File: config.mk
export PLATFORM = sky130hd
export DESIGN_NAME = uhrst_top
export DESIGN_NICKNAME = d
export VERILOG_FILES = /design/src/logic/uhrst_pkg.sv /design/src/logic/uhrst_top.sv /design/src/logic/uhrst_tmr.sv
export SDC_FILE = /design/constraint.sdc
export NUM_CORES = 1
export LEC_CHECK = 0
export BUFFER_PORTS_ARGS = -buffer_cell sky130_fd_sc_hd__buf_2
export CORE_UTILIZATION = 35
export DETAILED_ROUTE_END_ITERATION = 6
export PLACE_DENSITY = 0.58
export SLEW_MARGIN = 20
export SYNTH_ARGS = -nofsm -noshare
export SYNTH_HDL_FRONTEND = slang
export SYNTH_SLANG_ARGS = --single-unit
export TNS_END_PERCENT = 100
File: constraint.sdc
create_clock -name clk -period 3.4 [get_ports clk]
set_input_delay 0 -clock clk [delete_from_list [all_inputs] [get_ports clk]]
set_output_delay 0 -clock clk [all_outputs]
set_load 0.01 [all_outputs]
File: src/logic/uhrst_pkg.sv
package uhrst_pkg;
    // Clock base
    localparam int CLK_PERIOD_PS = 8000;
    localparam int PS_PER_US = 1000000;
    localparam int US_CYC = PS_PER_US / CLK_PERIOD_PS;
    localparam int US_PER_MS = 1000;
    localparam int FS_BIT_PS = 83333;

    // Counter widths
    localparam int PRE_W = 8;
    localparam int MSPRE_W = 10;
    localparam int US_TMR_W = 22;
    localparam int MS_TMR_W = 10;
    localparam int GAP_W = 8;
    localparam int CHIRP_CNT_W = 3;

    // Times in units of 100 ns
    localparam int T_FILT_HNS = 25;
    localparam int T_FS_WAIT_HNS = 25000;
    localparam int T_REVERT_HNS = 30000;
    localparam int T_SETTLE_HNS = 1000;
    localparam int T_CHIRP_HNS = 10000;
    localparam int T_FALLBACK_HNS = 10000;

    // Least time to microsecond ticks: round up, plus one tick for prescaler phase
    function automatic int ticks_min(input int t_hns);
        return (t_hns + 9) / 10 + 1;
    endfunction : ticks_min

    localparam logic [US_TMR_W-1:0] FILT_TICKS = US_TMR_W'(ticks_min(T_FILT_HNS));
    localparam logic [US_TMR_W-1:0] FS_WAIT_TICKS = US_TMR_W'(ticks_min(T_FS_WAIT_HNS));
    localparam logic [US_TMR_W-1:0] REVERT_TICKS = US_TMR_W'(ticks_min(T_REVERT_HNS));
    localparam logic [US_TMR_W-1:0] SETTLE_TICKS = US_TMR_W'(ticks_min(T_SETTLE_HNS));
    localparam logic [US_TMR_W-1:0] CHIRP_TICKS = US_TMR_W'(ticks_min(T_CHIRP_HNS));
    localparam logic [US_TMR_W-1:0] FALLBACK_TICKS = US_TMR_W'(ticks_min(T_FALLBACK_HNS));

    // Host chirp sequence: K J K J K J
    localparam logic [CHIRP_CNT_W-1:0] HOST_CHIRPS = 3'h6;

    // Full-speed packet spacing
    localparam int GAP_MIN_BITS = 2;
    localparam int RSP_MAX_TENTH_BITS = 65;
    localparam logic [GAP_W-1:0] GAP_MIN_CYC =
        GAP_W'((GAP_MIN_BITS * FS_BIT_PS + CLK_PERIOD_PS - 1) / CLK_PERIOD_PS);
    localparam logic [GAP_W-1:0] RSP_MAX_CYC =
        GAP_W'((RSP_MAX_TENTH_BITS * FS_BIT_PS / 10) / CLK_PERIOD_PS);

    // Standard request deadlines in ms
    localparam logic [MS_TMR_W-1:0] REQ_NODATA_MS = 10'h032;
    localparam logic [MS_TMR_W-1:0] REQ_DATA_MS = 10'h1F4;
    localparam logic [MS_TMR_W-1:0] REQ_LAST_MS = 10'h032;

    typedef struct packed {
        logic se0;
        logic chirp_k;
        logic chirp_j;
    } uhrst_line_t;

    typedef struct packed {
        logic setup;
        logic has_data;
        logic data_pkt;
        logic final_due;
        logic done;
    } uhrst_req_t;

    typedef enum {
        ST_FS_IDLE,
        ST_FS_RESET,
        ST_CHIRP_K,
        ST_HOST_CHIRP,
        ST_HS_RESET,
        ST_HS_IDLE,
        ST_HS_REVERT
    } uhrst_state_t;
endpackage : uhrst_pkg

File: src/logic/uhrst_top.sv
`timescale 1ns/10ps
// Behaviour
// - In high-speed, revert to full-speed 3.0 to 3.125 ms after SE0 starts.
// - After reverting, wait 100 to 875 before sampling bus and chirping.
// - Awake full-speed: start handshake 2.5 to 3000 after SE0 starts.
// - Suspended: need 2.5 us continuous SE0 before handshake; filter shorter SE0.
// - Drive upstream Chirp K for at least 1.0 ms.
// - Finish upstream Chirp K within 7.0 ms of SE0 start.
// - No host chirp after own chirp: full-speed default 1.0 to 2.5 ms later.
// - Host chirp sequence detected: enter high-speed within 500 us.
// - Not high-speed capable: recognise reset after 2.5 to 10000 us SE0.
// - Ready to answer host within 10 ms after reset ends.
// - Full-speed: at least 2 bit times idle between packets.
// - Full-speed: start response within 6.5 bit times of host packet end.
// - Request without data stage, or address set, completes within 50 ms.
// - Each data packet except the last delivered within 500 ms.
// - Last data packet delivered within 50 ms.
module uhrst_top #(
    parameter int US_CYCLES = uhrst_pkg::US_CYC,
    parameter int MS_US = uhrst_pkg::US_PER_MS
) (
    // Clock and reset
    input wire logic clk,
    input wire logic rstn,
    // Upstream line state, asynchronous
    input wire uhrst_pkg::uhrst_line_t line,
    input wire logic hs_capable,
    // Suspend state from the hub core
    input wire logic suspended,
    // Speed and reset status
    output logic hs_mode,
    output logic chirp_k_drive,
    output logic bus_reset,
    output logic reset_done,
    output logic dev_ready,
    // Full-speed packet spacing
    input wire logic rx_eop,
    input wire logic tx_eop,
    input wire logic rsp_pending,
    output logic tx_grant,
    output logic rsp_miss,
    // Standard request deadlines
    input wire uhrst_pkg::uhrst_req_t req,
    output logic req_late
);
    import uhrst_pkg::*;

    // Synchronisers
    uhrst_line_t line_s1, line_s2;
    logic cap_s1, cap_s2;

    always_ff @(posedge clk) begin
        if (!rstn) begin
            line_s1 <= '0;
            line_s2 <= '0;
            cap_s1 <= 1'h0;
            cap_s2 <= 1'h0;
        end else begin
            line_s1 <= line;
            line_s2 <= line_s1;
            cap_s1 <= hs_capable;
            cap_s2 <= cap_s1;
        end
    end

    // Microsecond and millisecond ticks
    logic [PRE_W-1:0] us_pre, next_us_pre;
    logic [MSPRE_W-1:0] ms_pre, next_ms_pre;
    logic us_tick, ms_tick;

    always_comb begin
        us_tick = us_pre == PRE_W'(US_CYCLES - 1);
        ms_tick = us_tick && ms_pre == MSPRE_W'(MS_US - 1);
        next_us_pre = us_tick ? '0 : us_pre + PRE_W'(1);
        next_ms_pre = ms_pre;
        if (ms_tick) begin
            next_ms_pre = '0;
        end else if (us_tick) begin
            next_ms_pre = ms_pre + MSPRE_W'(1);
        end
    end

    always_ff @(posedge clk) begin
        if (!rstn) begin
            us_pre <= '0;
            ms_pre <= '0;
        end else begin
            us_pre <= next_us_pre;
            ms_pre <= next_ms_pre;
        end
    end

    // Timers
    uhrst_state_t state, next_state;
    logic [US_TMR_W-1:0] se0_cnt, st_cnt, flt_cnt;
    logic [MS_TMR_W-1:0] rq_cnt;
    logic [GAP_W-1:0] gap_cnt;
    logic [1:0] kj, prev_kj;
    logic flt_clr;

    assign kj = {line_s2.chirp_k, line_s2.chirp_j};
    assign flt_clr = kj != prev_kj || kj == 2'h0 || kj == 2'h3;

    uhrst_tmr #(.W(US_TMR_W)) u_se0_tmr (
        .clk(clk), .rstn(rstn), .clr(!line_s2.se0), .inc(us_tick), .cnt(se0_cnt)
    );
    uhrst_tmr #(.W(US_TMR_W)) u_st_tmr (
        .clk(clk), .rstn(rstn), .clr(state != next_state), .inc(us_tick), .cnt(st_cnt)
    );
    uhrst_tmr #(.W(US_TMR_W)) u_flt_tmr (
        .clk(clk), .rstn(rstn), .clr(flt_clr), .inc(us_tick), .cnt(flt_cnt)
    );
    uhrst_tmr #(.W(MS_TMR_W)) u_rq_tmr (
        .clk(clk), .rstn(rstn), .clr(req.setup || req.data_pkt), .inc(ms_tick), .cnt(rq_cnt)
    );
    uhrst_tmr #(.W(GAP_W)) u_gap_tmr (
        .clk(clk), .rstn(rstn), .clr(rx_eop || tx_eop), .inc(1'h1), .cnt(gap_cnt)
    );

    // Host chirp counting, each filtered chirp counted once
    logic expect_j, next_expect_j, counted, next_counted, hit;
    logic [CHIRP_CNT_W-1:0] chirps, next_chirps;
    logic [1:0] next_prev_kj;

    always_comb begin
        hit = !flt_clr && !counted && flt_cnt >= FILT_TICKS
            && kj == (expect_j ? 2'h1 : 2'h2);
        next_prev_kj = kj;
        next_counted = !flt_clr && (counted || hit);
        next_expect_j = expect_j;
        next_chirps = chirps;
        if (state != ST_HOST_CHIRP) begin
            next_expect_j = 1'h0;
            next_chirps = '0;
        end else if (hit) begin
            next_expect_j = !expect_j;
            next_chirps = chirps + CHIRP_CNT_W'(1);
        end
    end

    always_ff @(posedge clk) begin
        if (!rstn) begin
            prev_kj <= 2'h0;
            counted <= 1'h0;
            expect_j <= 1'h0;
            chirps <= '0;
        end else begin
            prev_kj <= next_prev_kj;
            counted <= next_counted;
            expect_j <= next_expect_j;
            chirps <= next_chirps;
        end
    end

    // Reset and speed detection
    logic se0_long, next_done;

    assign se0_long = line_s2.se0 && se0_cnt >= FILT_TICKS;

    always_comb begin
        next_state = state;
        next_done = 1'h0;
        unique case (state)
            ST_FS_IDLE: begin
                if (!cap_s2 && se0_long) begin
                    next_state = ST_FS_RESET;
                end else if (cap_s2 && suspended && se0_long) begin
                    next_state = ST_CHIRP_K;
                end else if (cap_s2 && line_s2.se0 && se0_cnt >= FS_WAIT_TICKS) begin
                    next_state = ST_CHIRP_K;
                end
            end
            ST_FS_RESET: begin
                if (!line_s2.se0) begin
                    next_state = ST_FS_IDLE;
                    next_done = 1'h1;
                end
            end
            ST_CHIRP_K: begin
                if (st_cnt >= CHIRP_TICKS) begin
                    next_state = ST_HOST_CHIRP;
                end
            end
            ST_HOST_CHIRP: begin
                if (chirps == HOST_CHIRPS) begin
                    next_state = ST_HS_RESET;
                end else if (st_cnt >= FALLBACK_TICKS) begin
                    next_state = ST_FS_RESET;
                end
            end
            ST_HS_RESET: begin
                if (se0_long) begin
                    next_state = ST_HS_IDLE;
                    next_done = 1'h1;
                end
            end
            ST_HS_IDLE: begin
                if (line_s2.se0 && se0_cnt >= REVERT_TICKS) begin
                    next_state = ST_HS_REVERT;
                end
            end
            ST_HS_REVERT: begin
                if (st_cnt >= SETTLE_TICKS) begin
                    next_state = line_s2.se0 ? ST_CHIRP_K : ST_FS_IDLE;
                end
            end
        endcase
    end

    always_ff @(posedge clk) begin
        if (!rstn) begin
            state <= ST_FS_IDLE;
            reset_done <= 1'h0;
        end else begin
            state <= next_state;
            reset_done <= next_done;
        end
    end

    always_comb begin
        hs_mode = state == ST_HS_RESET || state == ST_HS_IDLE;
        chirp_k_drive = state == ST_CHIRP_K;
        bus_reset = state == ST_FS_RESET || state == ST_CHIRP_K
            || state == ST_HOST_CHIRP || state == ST_HS_RESET;
        dev_ready = state == ST_FS_IDLE || state == ST_HS_IDLE;
    end

    // Response window after a host packet
    logic waiting, next_waiting, rsp_late, next_miss;

    always_comb begin
        rsp_late = !hs_mode && gap_cnt >= RSP_MAX_CYC;
        tx_grant = waiting && rsp_pending && !rx_eop
            && (hs_mode || (gap_cnt >= GAP_MIN_CYC && !rsp_late));
        next_miss = waiting && !rx_eop && rsp_late;
        next_waiting = rx_eop || (waiting && !tx_grant && !rsp_late);
    end

    always_ff @(posedge clk) begin
        if (!rstn) begin
            waiting <= 1'h0;
            rsp_miss <= 1'h0;
        end else begin
            waiting <= next_waiting;
            rsp_miss <= next_miss;
        end
    end

    // Request deadline watchdog
    logic rq_active, next_rq_active, late;
    logic [MS_TMR_W-1:0] rq_limit;

    always_comb begin
        if (!req.has_data) begin
            rq_limit = REQ_NODATA_MS;
        end else if (req.final_due) begin
            rq_limit = REQ_LAST_MS;
        end else begin
            rq_limit = REQ_DATA_MS;
        end
        late = rq_active && !req.done && !req.data_pkt && !req.setup && rq_cnt > rq_limit;
        next_rq_active = req.setup || (rq_active && !req.done && !late);
    end

    always_ff @(posedge clk) begin
        if (!rstn) begin
            rq_active <= 1'h0;
            req_late <= 1'h0;
        end else begin
            rq_active <= next_rq_active;
            req_late <= late;
        end
    end
endmodule : uhrst_top

File: src/logic/uhrst_tmr.sv
`timescale 1ns/10ps
module uhrst_tmr #(
    parameter int W = 8
) (
    // Clock and reset
    input wire logic clk,
    input wire logic rstn,
    // Control
    input wire logic clr,
    input wire logic inc,
    // Count, saturating
    output logic [W-1:0] cnt
);
    logic [W-1:0] next_cnt;

    always_comb begin
        next_cnt = cnt;
        if (clr) begin
            next_cnt = '0;
        end else if (inc && cnt != '1) begin
            next_cnt = cnt + W'(1);
        end
    end

    always_ff @(posedge clk) begin
        if (!rstn) begin
            cnt <= '0;
        end else begin
            cnt <= next_cnt;
        end
    end
endmodule : uhrst_tmr

## Yosys cells after proc, flatten, opt, wreduce, memory -nomap -nowiden

Cells that the tools add are included.

- Logic and storage cells: 151
- Register bits after elaboration: 154
- Bits of input ports: 15
- Output and inout bits: 8

- Eq/ne operators: 24
- Bitwise operators: 1
- Reduce and logical (&&, ||, !) cells: 66
- Magnitude comparators: 9
- Muxes and demuxes: 18
- Add/subtract/negate cells: 8

Operator list:

| operator | number |
|---|---|
| $mux W32 | 10 |
| $pmux W32 S7 | 1 |
| $eq A32 B3 Y1 const B | 5 |
| $eq A32 B2 Y1 const B | 3 |
| $add A22 B1 Y22 const B | 3 |
| $ne A22 B22 Y1 const B | 3 |
| $eq A32 B4 Y1 const B | 2 |
| $logic_not A32 Y1 | 2 |
| $ge A22 B12 Y1 const B | 2 |
| $ge A22 B3 Y1 const B | 2 |
| $eq A32 B1 Y1 const B | 1 |
| $ne A32 B3 Y1 const B | 1 |
| $ne A32 B32 Y1 | 1 |
| $logic_and A1 B1 Y1 | 30 |
| $ge A22 B10 Y1 const B | 1 |
| $ge A22 B7 Y1 const B | 1 |
| $add A10 B1 Y10 const B | 2 |
| $mux W9 | 2 |
| $add A8 B1 Y8 const B | 2 |
| $reduce_or A2 Y1 | 7 |
| $logic_or A1 B1 Y1 | 13 |
| $logic_not A1 Y1 | 12 |
| $eq A10 B10 Y1 const B | 1 |
| $gt A10 B10 Y1 | 1 |
| 16 further kinds | 18 |

## Logic depth before layout (Yosys ltp)

- Depth in word-level cells: 12
- Gate-level depth with buffers: 10
- Depth with buffers taken out: 8

## Cells and area by module

A second synthesis with hierarchy kept.

- Cells, all modules: 877
- Area, all modules: 7713.6 sq um

Modules (own cells, without submodules):

| module | sequential area each (sq um) | area an instance (sq um) | times used | cells each |
|---|---|---|---|---|
| uhrst_top | 1401.3 | 3408.3 | 1 | 371 |
| uhrst_tmr at u_flt_tmr ... | 440.4 | 1123.6 | 3 | 134 |
| uhrst_tmr at u_rq_tmr | 200.2 | 513.0 | 1 | 58 |
| uhrst_tmr at u_gap_tmr | 160.2 | 421.7 | 1 | 46 |

## Worst setup path before layout

No wires, ideal clock.

- Path type: flip-flop to flip-flop
- From: register u_se0_tmr.cnt[10]
- To: register state[13]
- Stages on the path, launching flop included: 9
- Setup time: 0.115 ns
- Clock period less this slack: 2.401 ns
- Path slack: 0.999 ns
- Data arrival time: 2.287 ns
- Cell sequence: dfxtp_1 or4b_2 o32a_1 nor4_1 nor2_1 o211a_4 buf_6 buf_6 and2_1

- Word-level cells in the longest chain between the ends: 6

RTL lines:

| element | line | text |
|---|---|---|
| start, declared | uhrst_tmr.sv:12 | `output logic [W-1:0] cnt` |
| start signal, assigned | uhrst_tmr.sv:29 | `cnt <= next_cnt;` |
| $ge A22 B12 Y1 or $ge A22 B3 Y1 (tied branches) | uhrst_top.sv:169, uhrst_top.sv:158 |  |
| $logic_and A1 B1 Y1, on equally long branches | uhrst_top.sv:169, uhrst_top.sv:158 |  |
| $mux W32 or $logic_and A1 B1 Y1 (tied branches) | uhrst_top.sv:169, uhrst_top.sv:167 |  |
| $mux W32 | uhrst_top.sv:167 | `end else if (cap_s2 && suspended && se0_long) begin` |
| $mux W32 | uhrst_top.sv:165 | `if (!cap_s2 && se0_long) begin` |
| $pmux W32 S7 (*) | uhrst_top.sv:163 | `unique case (state)` |
| end signal, assigned | uhrst_top.sv:215 | `state <= next_state;` |
| end, declared | uhrst_top.sv:94 | `uhrst_state_t state, next_state;` |

Every way passes the cells marked *; elsewhere a longest branch is shown, timed or not.
A chain may end at the register's enable or synchronous reset.

## Final worst setup path

- From: register u_se0_tmr.cnt[11]
- To: register u_st_tmr.cnt[4]

- Word-level cells in the longest chain between the ends: 8

RTL lines:

| element | line | text |
|---|---|---|
| $ge A22 B12 Y1 or $ge A22 B3 Y1 (tied branches) | uhrst_top.sv:169, uhrst_top.sv:158 |  |
| $logic_and A1 B1 Y1, on equally long branches | uhrst_top.sv:169, uhrst_top.sv:158 |  |
| $mux W32 or $logic_and A1 B1 Y1 (tied branches) | uhrst_top.sv:169, uhrst_top.sv:167 |  |
| $mux W32 | uhrst_top.sv:167 |  |
| $mux W32 | uhrst_top.sv:165 |  |
| $pmux W32 S7 (*) | uhrst_top.sv:163 |  |
| $ne A32 B32 Y1 (*) | uhrst_top.sv:108 | `.clk(clk), .rstn(rstn), .clr(state != next_state), .inc(us_tick), .cnt(st_cnt)` |
| $reduce_or A2 Y1 (no source line) (*) | - |  |
| end signal, assigned | uhrst_tmr.sv:29 |  |
| end, declared | uhrst_tmr.sv:12 |  |

Marks and branches as above.

==> out/qor.yml <==
synthArstFlopShare_pct: 0
die_area_sq_mm: 0.0214
finClkSkew_ns: 0.0102
numCtsBuffers: 17
hold_viol: 0
first_pass_iters: 5
cp_data_arrival_time_ns: 2.98
worstPathRequired_ns: 3.68
rsz0062_at_grt: "false"
die_h_um: 146
wl_met3_um: 476
yosysWarningCount: 0
cp-start-kind: "flip-flop"
slew_headroom_pct: 43.0
num_rows: 52
grt_pass1_vias: 5270
cts_buffer_depth: 2
switchingPower_mw: 0.837
synthTopCellsByArea: "dfxtp_1 42%, xnor2_1 5.7%, nor2_1 5.5%"
track_usage_pct: 13.9
synth-seq-cells: 154
viasPerCell: 4.99
drive_above_1_share_pct: 8.51
detail_route.wl_per_cell_um: 12.5
dp_hpwl_mm: 9.87
clkPwrFrac_pct: 50.3
synth_common_cells: "154 x dfxtp_1, 107 x nor2_1, 48 x nand3_1"
cap_viol_max_count: 0
pwr-share-comb_pct: 1.7
drt-initial-drc-count: 522
clock_sinks: 154
h-tree-depth: 4
ys_seq_area_share_pct: 42.3
path_class: "reg2reg"
finalNonFillerCells: 1151
cts_setup_buffers: 0
ctsResizeCount: 0
ant_nets: 0
routabilityCongestion: 0.808
insertion_delay_ns: 0.43
hold_path_class: "in2reg"
ios: 23
grt_pass1_wl_mm: 24.6
grt_max_degree: 30
synth_edf_count: 0
wl_met1_mm: 7.40
min_period_over_period_pct: 79.6
wl_met2_mm: 6.27
synthFlopType: "dfxtp_1"
path_max_fanout: 23
cellLeakagePower_nw: 2.85
intPower_mw: 2.96
io_buffers: 22
peakVddDrop_v: 0.000237
synth_top_area_share_pct: 42.3
top_layer: "met4"
placedCellCount: 1110
worst_pin_slew_ns: 0.849
fin_setup_tns_ns: 0
drt-total-wl_mm: 14.4
grt_remaining_overflow: 0
synth_nets: 880
fin_nets: 905
powerDensity_mw_per_mm2: 456
netlist_instances: 843
post-route-min-period_ns: 2.71
syn_area_per_cell_sq_um: 8.64
end_kind: "flip-flop"
ys_types: 64
cts-root-buf: "clkbuf_16"
synth_most_common_cell: "dfxtp_1"
setup_viol: 0
seq_power_share_pct: 48.0
cts_tree: "built"
initial_core_util_pct: 35.9
antenna_found_initial: 0
routed-via-count: 5749
yosys.area.top_type: "dfxtp_1"
slew_violations: 0
die_w_um: 146
post-route-drc-count: 0
antenna_cells: 0
clk_pin_slew_ns: 0.06
status: "completed"
areaGrowthSynthToFinish_pct: 14.2
netlist_area_sq_mm: 0.00728
fmax_ghz: 0.370
swShare_pct: 22.1
fp.coreArea_sq_mm: 0.0203
## repair_timing
item                       in CTS  in global routing
setup endpoints to repair       0                  0
hold endpoints to repair        8                  0
hold buffers                    9                  0
## per-layer routing
metal,global-route usage [%],up-vias
met5,0,-
met4,5.42,0
met3,3.28,20
met1,18.5,2615
li1,-,3018
met2,21.5,96
## final cells by class
class | count | area, sq um
Tap cell | 270 | 338
Fill cell | 2057 | 12000
Inverter | 37 | 139
Clock buffer | 18 | 439
Clock inverter | 14 | 159
Timing Repair Buffer | 37 | 245
Multi-Input combinational cell | 621 | 3910
Sequential cell | 154 | 3080
## path summary, 6_finish.rpt
kind	cells past startpoint	startpoint	slack (ns)	to
worst max-delay path	6	u_se0_tmr.cnt[11]$_SDFFE_PN0P_	0.69	u_st_tmr.cnt[4]$_SDFFE_PP0P_
worst min-delay path	3	tx_eop	0.04	u_gap_tmr.cnt[5]$_SDFFE_PP0P_
worst max register to register	6	u_se0_tmr.cnt[11]$_SDFFE_PN0P_	0.69	u_st_tmr.cnt[4]$_SDFFE_PP0P_
worst min register to register	1	line_s1[0]$_SDFF_PN0_	0.43	kj[0]$_SDFF_PN0_
## placed cells by master, fill, tap and decap left out, types with 16 or more instances in the layout
master / netlist / final
a21oi_1: 23 / 23
xor2_1: 37 / 37
nand4_1: 31 / 31
buf_2: 3 / 22
clkbuf_16: 0 / 17
nor2_1: 107 / 107
ha_1: 22 / 22
inv_1: 36 / 36
xnor2_1: 47 / 47
o21ai_0: 17 / 17
or3_1: 16 / 16
nor3_1: 43 / 43
nand2_1: 45 / 45
and3_1: 20 / 20
nor4_1: 25 / 25
dfxtp_1: 154 / 154
and2_1: 44 / 44
nand3_1: 48 / 48
## cell families (layout without fill, tap and decap cells)
logic type	count (synthesis)	in the layout	share of synthesized area [%]
multiplexers	2	2	0.292
XOR/XNOR	84	84	10.1
buffers and inverters	68	106	4.02
AND/OR/NAND/NOR	427	427	30.9
flip-flops	154	154	42.3
adder cells (fa/ha/maj)	22	22	3.78
AO/OA/AOI/OAI	86	86	8.58
## power by group through the flow
stage | registers, mW | clock network [mW] | logic (mW)
4_1_cts | 1.82 | 1.96 | 0.0659
6_report | 1.82 | 1.91 | 0.0645
2_1_floorplan | 1.86 | 0 | 0.0430
3_3_place_gp | 1.86 | 0 | 0.0579
5_1_grt | 1.82 | 2.06 | 0.0733
3_5_place_dp | 1.86 | 0 | 0.0576
## per-stage QoR
| step | worst slack (ns) | utilization, % | hold slack, ns | instance area [sq um] | total power [mW] |
|---|---|---|---|---|---|
| finish | 0.694 | 41.0 | 0.0368 | 8310 | 3.79 |
| global route | 0.514 | 41.0 | 0.0555 | 8310 | 3.95 |
| CTS | 0.715 | 41.0 | 0.0267 | 8310 | 3.85 |
| detailed placement | 0.744 | 37.6 | 0.215 | 7620 | 1.92 |
| global placement | 0.758 | 37.6 | 0.211 | 7620 | 1.92 |
| floorplan | 0.999 | - | 0.0507 | 7280 | 1.90 |
## state kept, by name, indices dropped and copies added (netlist names)
name / flops
waiting: 1
counted: 1
cap_s2: 1
cap_s1: 1
u_gap_tmr.cnt: 8
kj: 2
chirps: 3
ms_pre: 10
us_pre: 8
prev_kj: 2
state: 32
line_s2: 1
line_s1: 3
u_se0_tmr.cnt: 22
req_late: 1
rq_active: 1
u_st_tmr.cnt: 22
expect_j: 1
u_flt_tmr.cnt: 22
rsp_miss: 1
reset_done: 1
u_rq_tmr.cnt: 10
## worst max-delay path, stage by stage, from the launching register on
cell and delay [ns]:
dfxtp_1 0.41, or4b_2 0.66, o32a_1 0.21, nor4_1 0.40, nor2_1 0.17, o211ai_4 0.57
nor3_1 0.14
Power figures use the tool's default switching activity.
